===== config.mk =====
export PLATFORM = sky130hd
export DESIGN_NAME = srb_ctrl
export DESIGN_NICKNAME = d
export VERILOG_FILES = /design/src/rtl/srb_pkg.sv /design/src/rtl/srb_ctrl.sv
export SDC_FILE = /design/constraint.sdc
export NUM_CORES = 1
export LEC_CHECK = 0
export BUFFER_PORTS_ARGS = -buffer_cell sky130_fd_sc_hd__buf_2
export CAP_MARGIN = 20
export CORE_ASPECT_RATIO = 1.1
export CORE_MARGIN = 3
export CORE_UTILIZATION = 30
export CTS_BUF_LIST = sky130_fd_sc_hd__clkbuf_8 sky130_fd_sc_hd__clkbuf_16
export CTS_CLUSTER_SIZE = 28
export DETAILED_ROUTE_END_ITERATION = 12
export GPL_TIMING_DRIVEN = 0
export PLACE_DENSITY = 0.57
export SLEW_MARGIN = 0
export SYNTH_ARGS = -nofsm -noshare
export SYNTH_HDL_FRONTEND = slang
export SYNTH_SLANG_ARGS = --single-unit

===== constraint.sdc =====
create_clock -name clock_i -period 2.8 [get_ports clock_i]
set_input_delay 0.56 -clock clock_i [delete_from_list [all_inputs] [get_ports clock_i]]
set_output_delay 0.56 -clock clock_i [all_outputs]
set_load 0.1 [all_outputs]

===== src/rtl/srb_pkg.sv =====
// Purpose: shared constants for the serial radio bridge controller
// Assumes: 100 MHz clock
// Notes: register indices are word offsets on the plain register port
package srb_pkg;
    localparam int CLK_HZ = 100_000_000;
    localparam int ADDR_W = 4;
    // register offsets
    localparam logic [3:0] REG_MODE = 4'h0;
    localparam logic [3:0] REG_SERCFG = 4'h1;
    localparam logic [3:0] REG_PEER_LO = 4'h2;
    localparam logic [3:0] REG_PEER_HI = 4'h3;
    localparam logic [3:0] REG_STATUS = 4'h4;
    localparam logic [3:0] REG_CTRL = 4'h5;
    localparam logic [3:0] REG_TXDATA = 4'h6;
    // serial config field positions
    localparam int CFG_BAUD_LSB = 0;
    localparam int CFG_PAR_LSB = 4;
    localparam int CFG_STOP2_BIT = 6;
    localparam int CFG_HWFC_BIT = 7;
    localparam logic [7:0] SERCFG_RESET = 8'h03;
    // control bit positions (write one to pulse)
    localparam int CTRL_SWRST_BIT = 0;
    localparam int CTRL_HWRST_BIT = 1;
    localparam int CTRL_CONN_OK_BIT = 2;
    localparam int CTRL_DRAIN_BIT = 3;
    // data bits fixed at eight
    localparam int DATA_BITS = 8;
    localparam int PEER_W = 48;
    // transmit buffer
    localparam int BUF_DEPTH = 16;
    localparam int BUF_AW = 4;
    localparam logic [4:0] BUF_LOW_MARK = 5'h08;
    typedef enum logic [1:0] {
        SRB_IDLE_CMD,
        SRB_CONNECT_LAST,
        SRB_WAIT_LAST,
        SRB_OPEN_SLAVE
    } srb_mode_t;
    typedef enum logic [1:0] {PAR_NONE, PAR_EVEN, PAR_ODD} srb_par_t;
    // baud divisor, clocks per bit (38200 kept as listed)
    function automatic logic [16:0] baud_div(input logic [3:0] sel);
        unique case (sel)
            4'h0: baud_div = 17'(CLK_HZ / 1200);
            4'h1: baud_div = 17'(CLK_HZ / 2400);
            4'h2: baud_div = 17'(CLK_HZ / 4800);
            4'h3: baud_div = 17'(CLK_HZ / 9600);
            4'h4: baud_div = 17'(CLK_HZ / 19200);
            4'h5: baud_div = 17'(CLK_HZ / 38200);
            4'h6: baud_div = 17'(CLK_HZ / 57600);
            4'h7: baud_div = 17'(CLK_HZ / 115200);
            default: baud_div = 17'(CLK_HZ / 230400);
        endcase
    endfunction
endpackage


===== src/rtl/srb_ctrl.sv =====
// Purpose: serial side of a wireless serial bridge: mode control, peer store,
//          serial receiver with framing options, transmit buffer, rts flow control
// Assumes: single 100 MHz clock, async active-low reset
// Notes: radio side is abstracted as a drain strobe and status outputs
// How it works
// idle command mode: silent, waits for text
// idle: no role, configuration writes accepted
// host selects idle mode before text commands
// mode defaults to idle command mode
// peer address: one 48-bit stored value
// store last peer on each connection
// hard reset clears stored peer
// host picks master mode after a connection
// master mode: connect to stored peer
// master mode: not discoverable nor connectable
// wait mode: slave, stored peer only
// wait mode: refuse all other peers
// open slave: discoverable, accepts anyone
// nine selectable baud rates
// always eight data bits
// parity none/even/odd, one or two stops
// seven-bit hosts use eight bits, no parity
// buffer host data until delivered
// flow control: drop rts when full
// flow control: raise rts when room
// no flow control: clear buffer when full
// host advised to use flow control
// host stops sending while rts low
// rts rises only below low mark
//
// The strobed register port and the register offsets were left to the implementer.
`timescale 1ns/1ps
module srb_ctrl
    import srb_pkg::*;
(
    input wire logic clock_i,
    input wire logic resetn_i,
    input wire logic [srb_pkg::ADDR_W-1:0] addr_i,
    input wire logic [31:0] wdata_i,
    input wire logic wr_i,
    input wire logic rd_i,
    output logic [31:0] rdata_o,
    input wire logic rxd_i,
    output logic rts_o,
    input wire logic [srb_pkg::PEER_W-1:0] conn_peer_i,
    output logic [7:0] tx_byte_o,
    output logic tx_valid_o,
    output logic master_o,
    output logic slave_o,
    output logic discoverable_o,
    output logic peer_filter_o,
    output logic [srb_pkg::PEER_W-1:0] peer_addr_o,
    output logic peer_valid_o,
    output logic connect_req_o
);
    import srb_pkg::*;

    srb_mode_t mode;
    logic [7:0] sercfg;
    logic [PEER_W-1:0] peer;
    logic peer_ok;
    logic restart;
    logic rx_s1, rx_s2;
    logic [7:0] mem [BUF_DEPTH];
    logic [BUF_AW-1:0] wptr, rptr;
    logic [4:0] count;
    logic rx_done;
    logic [7:0] rx_byte;
    logic push, pop, flush;
    logic ctrl_wr;

    assign ctrl_wr = wr_i && addr_i == REG_CTRL;

    ////////////////////////////////////////////////////////////////////////
    // mode register; writes only change behaviour, no reply is sent
    always_ff @(posedge clock_i or negedge resetn_i) begin
        if (!resetn_i) begin
            mode <= SRB_IDLE_CMD;
        end else if (wr_i && addr_i == REG_MODE) begin
            mode <= srb_mode_t'(wdata_i[1:0]);
        end
    end

    // configuration is kept in all modes; host drops to idle first for text
    always_ff @(posedge clock_i or negedge resetn_i) begin
        if (!resetn_i) begin
            sercfg <= SERCFG_RESET;
        end else if (wr_i && addr_i == REG_SERCFG) begin
            sercfg <= wdata_i[7:0];
        end
    end

    // peer store: hardware reset wipes it, each connection refreshes it
    always_ff @(posedge clock_i or negedge resetn_i) begin
        if (!resetn_i) begin
            peer <= '0;
            peer_ok <= 1'b0;
        end else if (ctrl_wr && wdata_i[CTRL_CONN_OK_BIT]) begin
            peer <= conn_peer_i;
            peer_ok <= 1'b1;
        end else if (ctrl_wr && wdata_i[CTRL_HWRST_BIT]) begin
            peer <= '0;
            peer_ok <= 1'b0;
        end
    end

    // restart pulse after reset release or software reset
    always_ff @(posedge clock_i or negedge resetn_i) begin
        if (!resetn_i) begin
            restart <= 1'b1;
        end else begin
            restart <= ctrl_wr && wdata_i[CTRL_SWRST_BIT];
        end
    end

    ////////////////////////////////////////////////////////////////////////
    // role outputs decoded from mode; idle takes no role
    always_ff @(posedge clock_i or negedge resetn_i) begin
        if (!resetn_i) begin
            master_o <= 1'b0;
            slave_o <= 1'b0;
            discoverable_o <= 1'b0;
            peer_filter_o <= 1'b0;
            connect_req_o <= 1'b0;
        end else begin
            master_o <= mode == SRB_CONNECT_LAST;
            slave_o <= mode == SRB_WAIT_LAST || mode == SRB_OPEN_SLAVE;
            discoverable_o <= mode == SRB_OPEN_SLAVE;
            peer_filter_o <= mode == SRB_WAIT_LAST;
            // without a stored peer master mode sends no connect request; wait mode still filters
            connect_req_o <= restart && mode == SRB_CONNECT_LAST && peer_ok;
        end
    end

    assign peer_addr_o = peer;
    assign peer_valid_o = peer_ok;

    ////////////////////////////////////////////////////////////////////////
    // receive pin synchroniser; first stage read only by second
    always_ff @(posedge clock_i or negedge resetn_i) begin
        if (!resetn_i) begin
            rx_s1 <= 1'b1;
            rx_s2 <= 1'b1;
        end else begin
            rx_s1 <= rxd_i;
            rx_s2 <= rx_s1;
        end
    end

    // receiver: 8 data bits always; parity and stop length as configured
    typedef enum logic [2:0] {RX_IDLE, RX_START, RX_DATA, RX_PAR, RX_STOP} srb_rx_t;
    srb_rx_t rx_st;
    logic [16:0] rx_cnt;
    logic [2:0] rx_bit;
    logic [7:0] rx_sh;
    logic rx_perr;
    logic rx_stop2;
    logic [16:0] div;
    srb_par_t par;

    assign div = baud_div(sercfg[CFG_BAUD_LSB +: 4]);
    assign par = srb_par_t'(sercfg[CFG_PAR_LSB +: 2]);

    always_ff @(posedge clock_i or negedge resetn_i) begin
        if (!resetn_i) begin
            rx_st <= RX_IDLE;
            rx_cnt <= '0;
            rx_bit <= '0;
            rx_sh <= '0;
            rx_perr <= 1'b0;
            rx_stop2 <= 1'b0;
            rx_done <= 1'b0;
            rx_byte <= '0;
        end else begin
            rx_done <= 1'b0;
            unique case (rx_st)
                RX_IDLE: begin
                    if (!rx_s2) begin
                        rx_st <= RX_START;
                        rx_cnt <= {1'b0, div[16:1]};
                    end
                end
                RX_START: begin
                    if (rx_cnt == 0) begin
                        rx_st <= rx_s2 ? RX_IDLE : RX_DATA;
                        rx_cnt <= div - 17'd1;
                        rx_bit <= '0;
                        rx_perr <= par == PAR_ODD;
                    end else begin
                        rx_cnt <= rx_cnt - 17'd1;
                    end
                end
                RX_DATA: begin
                    if (rx_cnt == 0) begin
                        rx_sh <= {rx_s2, rx_sh[7:1]};
                        rx_perr <= rx_perr ^ rx_s2;
                        rx_cnt <= div - 17'd1;
                        rx_bit <= rx_bit + 3'd1;
                        if (rx_bit == 3'(DATA_BITS - 1)) begin
                            rx_st <= (par == PAR_NONE) ? RX_STOP : RX_PAR;
                            rx_stop2 <= sercfg[CFG_STOP2_BIT];
                        end
                    end else begin
                        rx_cnt <= rx_cnt - 17'd1;
                    end
                end
                RX_PAR: begin
                    if (rx_cnt == 0) begin
                        rx_perr <= rx_perr ^ rx_s2;
                        rx_cnt <= div - 17'd1;
                        rx_st <= RX_STOP;
                    end else begin
                        rx_cnt <= rx_cnt - 17'd1;
                    end
                end
                RX_STOP: begin
                    if (rx_cnt == 0) begin
                        if (rx_stop2) begin
                            rx_stop2 <= 1'b0;
                            rx_cnt <= div - 17'd1;
                        end else begin
                            rx_st <= RX_IDLE;
                            // bad frames are discarded
                            rx_done <= rx_s2 && (par == PAR_NONE || !rx_perr);
                            rx_byte <= rx_sh;
                        end
                    end else begin
                        rx_cnt <= rx_cnt - 17'd1;
                    end
                end
                default: rx_st <= RX_IDLE;
            endcase
        end
    end

    ////////////////////////////////////////////////////////////////////////
    // transmit buffer; data stays until the radio side drains it, unless flow control is off and a full buffer is dumped
    logic hwfc;
    logic full;
    assign hwfc = sercfg[CFG_HWFC_BIT];
    assign full = count == 5'(BUF_DEPTH);
    assign push = (rx_done || (wr_i && addr_i == REG_TXDATA)) && !full;
    assign pop = ctrl_wr && wdata_i[CTRL_DRAIN_BIT] && count != 0;
    // without flow control a full buffer is dumped; data may be lost
    assign flush = !hwfc && full;

    always_ff @(posedge clock_i) begin
        if (push) begin
            mem[wptr] <= rx_done ? rx_byte : wdata_i[7:0];
        end
    end

    always_ff @(posedge clock_i or negedge resetn_i) begin
        if (!resetn_i) begin
            wptr <= '0;
            rptr <= '0;
            count <= '0;
        end else if (flush) begin
            wptr <= '0;
            rptr <= '0;
            count <= '0;
        end else begin
            if (push) begin
                wptr <= wptr + 1'b1;
            end
            if (pop) begin
                rptr <= rptr + 1'b1;
            end
            count <= count + 5'(push) - 5'(pop);
        end
    end

    always_ff @(posedge clock_i or negedge resetn_i) begin
        if (!resetn_i) begin
            tx_byte_o <= '0;
        end else begin
            tx_byte_o <= mem[rptr];
        end
    end
    assign tx_valid_o = count != 0;

    // rts with hysteresis so it does not chatter per byte
    always_ff @(posedge clock_i or negedge resetn_i) begin
        if (!resetn_i) begin
            rts_o <= 1'b1;
        end else if (!hwfc) begin
            rts_o <= 1'b1;
        end else if (count == 5'(BUF_DEPTH) || (push && count == 5'(BUF_DEPTH - 1))) begin
            rts_o <= 1'b0;
        end else if (count < BUF_LOW_MARK) begin
            rts_o <= 1'b1;
        end
    end

    ////////////////////////////////////////////////////////////////////////
    // register read, data one cycle after the strobe; unmapped reads zero
    always_ff @(posedge clock_i or negedge resetn_i) begin
        if (!resetn_i) begin
            rdata_o <= '0;
        end else if (rd_i) begin
            unique case (addr_i)
                REG_MODE: rdata_o <= {30'h0, mode};
                REG_SERCFG: rdata_o <= {24'h0, sercfg};
                REG_PEER_LO: rdata_o <= peer[31:0];
                REG_PEER_HI: rdata_o <= {16'h0, peer[47:32]};
                REG_STATUS: rdata_o <= {25'h0, peer_ok, rts_o, count};
                default: rdata_o <= '0;
            endcase
        end else begin
            rdata_o <= '0;
        end
    end

    ////////////////////////////////////////////////////////////////////////
    // checks
    property p_idle_role;
        @(posedge clock_i) disable iff (!resetn_i)
        mode == SRB_IDLE_CMD |=> !master_o && !slave_o;
    endproperty
    a_idle_role: assert property (p_idle_role) else $error("idle mode took a role");

    property p_master_hidden;
        @(posedge clock_i) disable iff (!resetn_i)
        $past(mode) == SRB_CONNECT_LAST && mode == SRB_CONNECT_LAST |-> !discoverable_o;
    endproperty
    a_master_hidden: assert property (p_master_hidden) else $error("master discoverable");

    property p_wait_filter;
        @(posedge clock_i) disable iff (!resetn_i)
        mode == SRB_WAIT_LAST |=> peer_filter_o && slave_o && !discoverable_o;
    endproperty
    a_wait_filter: assert property (p_wait_filter) else $error("wait mode not filtered");

    property p_open;
        @(posedge clock_i) disable iff (!resetn_i)
        mode == SRB_OPEN_SLAVE |=> discoverable_o && !peer_filter_o;
    endproperty
    a_open: assert property (p_open) else $error("open slave hidden");

    property p_store;
        @(posedge clock_i) disable iff (!resetn_i)
        ctrl_wr && wdata_i[CTRL_CONN_OK_BIT] |=> peer_ok && peer == $past(conn_peer_i);
    endproperty
    a_store: assert property (p_store) else $error("peer not stored");

    property p_rts_full;
        @(posedge clock_i) disable iff (!resetn_i)
        hwfc && full |=> !rts_o;
    endproperty
    a_rts_full: assert property (p_rts_full) else $error("rts high while full");

    property p_rts_hyst;
        @(posedge clock_i) disable iff (!resetn_i)
        hwfc && !rts_o && count >= BUF_LOW_MARK |=> !rts_o;
    endproperty
    a_rts_hyst: assert property (p_rts_hyst) else $error("rts rose above mark");

    property p_flush;
        @(posedge clock_i) disable iff (!resetn_i)
        !hwfc && full |=> count == 0;
    endproperty
    a_flush: assert property (p_flush) else $error("buffer not cleared");

    // idle mode never starts a link on its own, restart or not
    property p_idle_silent;
        @(posedge clock_i) disable iff (!resetn_i)
        mode == SRB_IDLE_CMD |=> !connect_req_o;
    endproperty
    a_idle_silent: assert property (p_idle_silent) else $error("idle mode sent a request");

    // a connect request needs a stored peer and the master role
    property p_req_peer;
        @(posedge clock_i) disable iff (!resetn_i)
        connect_req_o |-> $past(peer_ok) && master_o;
    endproperty
    a_req_peer: assert property (p_req_peer) else $error("request without stored peer");

    // once below the low mark the host is let back in
    property p_rts_resume;
        @(posedge clock_i) disable iff (!resetn_i)
        hwfc && !rts_o && count < BUF_LOW_MARK |=> rts_o;
    endproperty
    a_rts_resume: assert property (p_rts_resume) else $error("rts stuck low below mark");
endmodule


==> metrics.csv, run 1 <==
metric,value,unit
Seq cells post-synth,291,
Leak Pwr,0.00647,uW
Num CTS Buffers,30,
Netlist cell types,68,
Worst Setup Start Kind,register,
final setup vio count,1,
total chip power,13600,uW
Die Height,220,um
area of placed instances,14200,um^2
core area,40700,um^2
Post-synth EDFFs,128,
Post-Syn Area,12500,um^2
final net count,1227,
number of port buffers,159,
Cell Pwr Density,871,nW/um^2
die area,44200,um^2
Fin. Hold Viols,0,
row count,77,
CTS Sinks,291,
number of fillers in the final layout,3932,
share of cells above drive strength 1,0.353,
Worst EP arrival,3.31,ns
Syn. warnings,0,
Finished Layout Cells,1690,
skew final,0.0303,ns
Tot GR Track Use,0.147,
H-tree depth,1,
Worst Path Buf+Inv,2,
Top delay family on crit path,simple AND/OR/NAND/NOR gates,
Detail Placement HPWL,22900,um
measured slew at the worst slew-check pin,0.953,ns
crit-path max FO,7,
worst vdd ir,0.605,mV
cell area after layout,15700,um^2
required time worst endpoint,3.29,ns
post-route ant nets,0,
Max Clk Rate,0.356,GHz
CP Class,register to register,
"Cell Chain, Critical Path","nor3_2, nand4_1, buf_8, nor2_1, buf_4, a21oi_2, ha_2, or3b_4, nor2_4, o21ai_4, or4_4, a31oi_1, o221a_2",
clk buf depth,3,
Mapped Avg Cell Area,14.1,um^2
Die X,201,um
register area share after synthesis,0.634,
failing checks,negative setup slack,
Final WS setup,-0.0112,ns
Rel. slew slack,0.363,
Area Growth Syn to Fin,25.4,%
Pre-antenna DRT Iters,5,
first-pass GRT wire length,51400,um
initial core utilization,0.307,
Worst Hold Class,input pin to register,
Syn Nets,997,
largest net degree at the start of global routing,120,
number of global-route vias before repair,8839,
wire per inst,19.5,um
Syn Inst Count,885,
most used flip-flop cell after synthesis,dfrtp_1,
max-cap violation count,0,
CP max stage delay,0.44,ns
RSZ-0062 raised after global routing,true,
status,"complete, but fails checks",
clk root buf,clkbuf_16,
Starting DRT DRC Count,616,
CTS tree,built,
clk slew on worst S/H paths,0.06,ns
final WL,32900,um
number of top-level pins,185,
CP max stage cell,or4_4,
"Period Utilization, post-route",1.00,
gr ovfl total,0,
initial antenna violation count,4,
Residual DRC,0,
Placer Congestion,0.853,
ys async rst share,0.560,
clock latency on the worst-skew pair,0.58,ns
vias per cell,5.05,
Slew Limit Fails,0,
total number of vias,8530,
setup TNS,-0.0112,ns
Placed Instances,1607,
final core utilization,0.385,
Tmin final,2.81,ns
CP Capture Type,register,
what timing repair did:
item                                   CTS  global route
gates cloned                             0             0
endpoints found under the hold margin   42             0
gates resized for setup                 50            18
pin swaps                               11             6
setup endpoints to repair               28            21
hold buffers                             1             0
setup buffers                           16            14
layout by cell type, fill, tap and decap left out, types with 10 or more instances in the layout:
| master | n |
|---|---|
| nand2_1 | 37 |
| mux2_2 | 35 |
| edfxtp_1 | 128 |
| o21ai_0 | 17 |
| buf_2 | 164 |
| and3_1 | 21 |
| clkbuf_1 | 35 |
| buf_4 | 36 |
| nand2b_1 | 10 |
| nor3_1 | 17 |
| a21oi_1 | 29 |
| dfrtp_1 | 150 |
| mux4_2 | 40 |
| clkbuf_16 | 31 |
| a22o_1 | 48 |
| nor2_1 | 51 |
| inv_1 | 24 |
| a22oi_1 | 15 |
| ha_1 | 17 |
layer usage:
layer  GRT usage  up-vias  wire (um)
met5           0        -         27
met4      0.0429        4        819
met3      0.0304       65       2030
met2       0.252      292      16100
met1       0.190     4303      13900
li1            -     3866          -
cells in the mapped netlist, types with 5 or more instances:
cell        n  area (um^2)
nand2b_1   12         75.1
o21ai_0    19         95.1
xnor2_1     6         52.6
mux2_2     35          394
a22oi_1    15          113
o31ai_1     6         45.0
or3_1       6         37.5
clkbuf_1   45          169
buf_1       8         30.0
xor2_1      7         61.3
ha_1       22          275
a31oi_1     8         50.1
nor2b_1     5         31.3
nor2_1     53          199
edfxtp_1  128         3840
nand4_1     5         31.3
mux2i_1     5         50.1
o22ai_1     6         37.5
nor4_1     14         87.6
a211oi_1    6         45.0
nand3_1     5         25.0
a21o_1      6         45.0
a21oi_1    33          165
mux4_2     40          901
a22o_1     48          420
dfstp_2     6          158
dfrtp_1   157         3930
nand2_1    38          143
nor3_1     22          110
inv_1      21         78.8
a222oi_1    5         50.1
and2_1      9         56.3
and3_1     22          138
path summary, 6_finish.rpt:
kind | from | end | slack [ns] | cells after the start
worst max-delay path | rx_cnt[15] | rx_cnt[10] | -0.01 | 13
worst min-delay path | rxd_i | rx_s1 | 0.10 | 1
worst max register to register | rx_cnt[15] | rx_cnt[10] | -0.01 | 13
worst min register to register | rx_s1 | rx_s2 | 0.36 | 0
max in group asynchronous | resetn_i | rx_cnt[7] | 1.40 | 3
min in group asynchronous | resetn_i | tx_byte_o[6] | 0.49 | 2
sequential cells by signal, indices dropped and copies added, names as in the netlist, 2 cells and up:
name	flops
count	5
mem	128
mode	2
peer_addr_o	48
rdata_o	32
rptr	4
rx_bit	3
rx_byte	8
rx_cnt	17
rx_sh	8
rx_st	3
sercfg	8
tx_byte_o	8
wptr	4
power by group:
group | total (uW) | internal (uW) | switching, uW
combinational | 4460 | 1480 | 2980
sequential | 5250 | 4870 | 388
clock | 3930 | 2290 | 1640
stage by stage:
stage          hold WS, ns  worst slack, ns
2_1_floorplan        0.264          -0.0604
3_5_place_dp         0.349           -0.497
6_report             0.103          -0.0112
5_1_grt             0.0757          -0.0797
3_3_place_gp         0.351            -1.60
4_1_cts             0.0706         -0.00260
logic make-up after synthesis:
logic type,share of synthesized area
flops,0.634
simple gates,0.0909
compound gates,0.111
mux,0.108
buf+inv,0.0239
fa+ha+maj,0.0236
xor+xnor,0.00911
layout make-up:
class | count | area, um^2 | share of cell area
flip-flops and latches | 291 | 7940 | 0.507
multi-input cells | 517 | 4540 | 0.290
repair buffers | 201 | 1130 | 0.0722
clock buffers | 33 | 792 | 0.0505
well taps | 553 | 692 | 0.0442
plain buffers | 53 | 318 | 0.0203
clock inverters | 20 | 176 | 0.0113
inverters | 21 | 83.8 | 0.00535
diodes | 1 | 2.50 | 0.000160
worst register-to-register path, stage by stage (launching register included):
cell	delay (ns)
dfrtp_1	0.43
nor3_2	0.09
nand4_1	0.15
buf_8	0.15
nor2_1	0.06
buf_4	0.15
a21oi_2	0.12
ha_2	0.19
or3b_4	0.40
nor2_4	0.11
o21ai_4	0.10
or4_4	0.44
a31oi_1	0.19
o221a_2	0.20
No activity file was read; power rests on OpenSTA's default activity.
==> run 2, diff against run 1 <==
CELL_PAD_IN_SITES_DETAIL_PLACEMENT = 1   (was not set)
CELL_PAD_IN_SITES_GLOBAL_PLACEMENT = 2   (was not set)
PLACE_DENSITY = 0.73   (was 0.57)
==> run 2 against run 1 <==
Compared with the run above: the flow finishes with violations (negative hold slack, negative setup slack); worst setup slack got worse by 0.024 ns; hold slack got worse by 0.11 ns; maximum frequency fell by 0.85%; sequential power rose by 0.8%; critical endpoint unchanged; largest power group unchanged; highest routed layer unchanged.
==> metrics.csv, run 2 (synthesis results as in run 1) <==
metric,value,unit
# hold bufs at CTS,0,
CP Capture Type,register,
Tmin final,2.84,ns
number of top-level pins,185,
Placed Instances,1605,
vias per cell,5.09,
CTS Sinks,291,
largest reg by FF count,mem,
core area,40700,um^2
Hold WS,-0.00554,ns
clock latency on the worst-skew pair,0.53,ns
Detail Placement HPWL,26400,um
Clock power frac,0.316,
most frequent cells in the layout,"buf_2 (161), dfrtp_1 (146), edfxtp_1 (128)",
Logic pwr share,0.315,
Residual DRC,0,
required time worst endpoint,3.27,ns
share of power burned in registers,0.370,
clk slew on worst S/H paths,0.06,ns
clk buf depth,3,
max-cap violation count,0,
Worst Setup Start Kind,register,
"most common cell after layout, fill and taps aside",buf_2,
final net count,1235,
first-pass GRT wire length,57800,um
post-route ant nets,0,
Area Growth Syn to Fin,27.4,%
final setup vio count,1,
wire per inst,21.9,um
P_int,9000,uW
switching part of the total,0.371,
Placer Congestion,0.857,
status,"complete, but fails checks",
number of global-route vias before repair,9346,
share of cells above drive strength 1,0.373,
Die Height,220,um
Num CTS Buffers,34,
initial antenna violation count,3,
CP Class,register to register,
total number of vias,8668,
Finished Layout Cells,1703,
Max Clk Rate,0.353,GHz
area occupied by multi-input gates,4570,um^2
measured slew at the worst slew-check pin,0.950,ns
Slew Limit Fails,0,
Worst EP arrival,3.31,ns
Fin. Hold Viols,5,
initial core utilization,0.307,
Die X,201,um
crit-path max FO,8,
CTS tree,built,
clk root buf,clkbuf_16,
dpl ws,-0.628,ns
Rel. slew slack,0.362,
Tot GR Track Use,0.170,
max reg flops,128,
die area,44200,um^2
largest net degree at the start of global routing,84,
Leak Pwr,0.00654,uW
final WL,37300,um
register area,7940,um^2
number of port buffers,159,
number of fillers in the final layout,4338,
"Period Utilization, post-route",1.01,
Worst Hold Class,input pin to asynchronous set/reset pin,
skew final,0.0125,ns
Final WS setup,-0.0354,ns
worst vdd ir,0.671,mV
Starting DRT DRC Count,409,
row count,77,
Psw,5310,uW
RSZ-0062 raised after global routing,true,
Pre-antenna DRT Iters,5,
Cell Pwr Density,899,nW/um^2
gr ovfl total,0,
H-tree depth,2,
failing checks,"negative hold slack, negative setup slack",
==> run 2: metrics by stage <==
stage,util,TNS (ns),area (um^2),total power [uW]
5_1_grt,0.392,-0.292,15900,15000
4_1_cts,0.386,-0.0387,15700,14400
6_report,0.392,-0.0354,15900,14300
3_5_place_dp,0.349,-10.31,14200,9530
2_1_floorplan,-,-0.0604,12600,8430
3_3_place_gp,0.346,-305.40,14100,9450
==> run 2: worst max-delay path, stage by stage, from the launching register on <==
cell and delay [ns]:
dfstp_2 0.56, inv_4 0.06, ha_4 0.18, nand2_2 0.08, o21ai_2 0.07, a21oi_2 0.19
ha_2 0.21, or3b_4 0.39, nor2_4 0.11, o21ai_4 0.11, or4_4 0.44, a31oi_1 0.18
o221a_2 0.21
==> run 2: layout make-up <==
class / instances / area share
diodes: 1 / 0.000157
plain buffers: 52 / 0.0185
clock buffers: 39 / 0.0578
clock inverters: 23 / 0.0151
inverters: 21 / 0.00527
multi-input cells: 517 / 0.287
flip-flops and latches: 291 / 0.499
well taps: 553 / 0.0435
repair buffers: 206 / 0.0736
==> run 2: worst paths after layout <==
path | from | slack, ns | end | depth (start not counted)
hold / removal | resetn_i | -0.006 | tx_byte_o[6] | 1
setup / recovery | sercfg[1] | -0.04 | rx_cnt[10] | 12
max in group asynchronous | resetn_i | 1.90 | peer_addr_o[21] | 2
hold reg to reg | rx_s1 | 0.36 | rx_s2 | 0
setup reg to reg | sercfg[1] | -0.04 | rx_cnt[10] | 12
min in group clock_i | rxd_i | 0.12 | rx_s1 | 1
==> run 2: power by group through the flow <==
stage | logic (uW) | registers, uW | clock network [uW]
6_report | 4500 | 5290 | 4520
3_3_place_gp | 4090 | 5360 | 0
5_1_grt | 4810 | 5350 | 4860
2_1_floorplan | 1800 | 6630 | 0
4_1_cts | 4430 | 5300 | 4640
3_5_place_dp | 4150 | 5380 | 0
==> run 2: routing by layer <==
layer | part of all wire | GRT usage
met1 | 0.42 | 0.217
met5 | 0.00019 | 0
met3 | 0.075 | 0.0488
met4 | 0.026 | 0.0525
met2 | 0.48 | 0.281
==> run 2: what timing repair did <==
action                                  CTS  global route
resized for setup                        54            19
pin swaps                                 9             6
endpoints found under the setup margin   35            23
setup buffers                            19            20
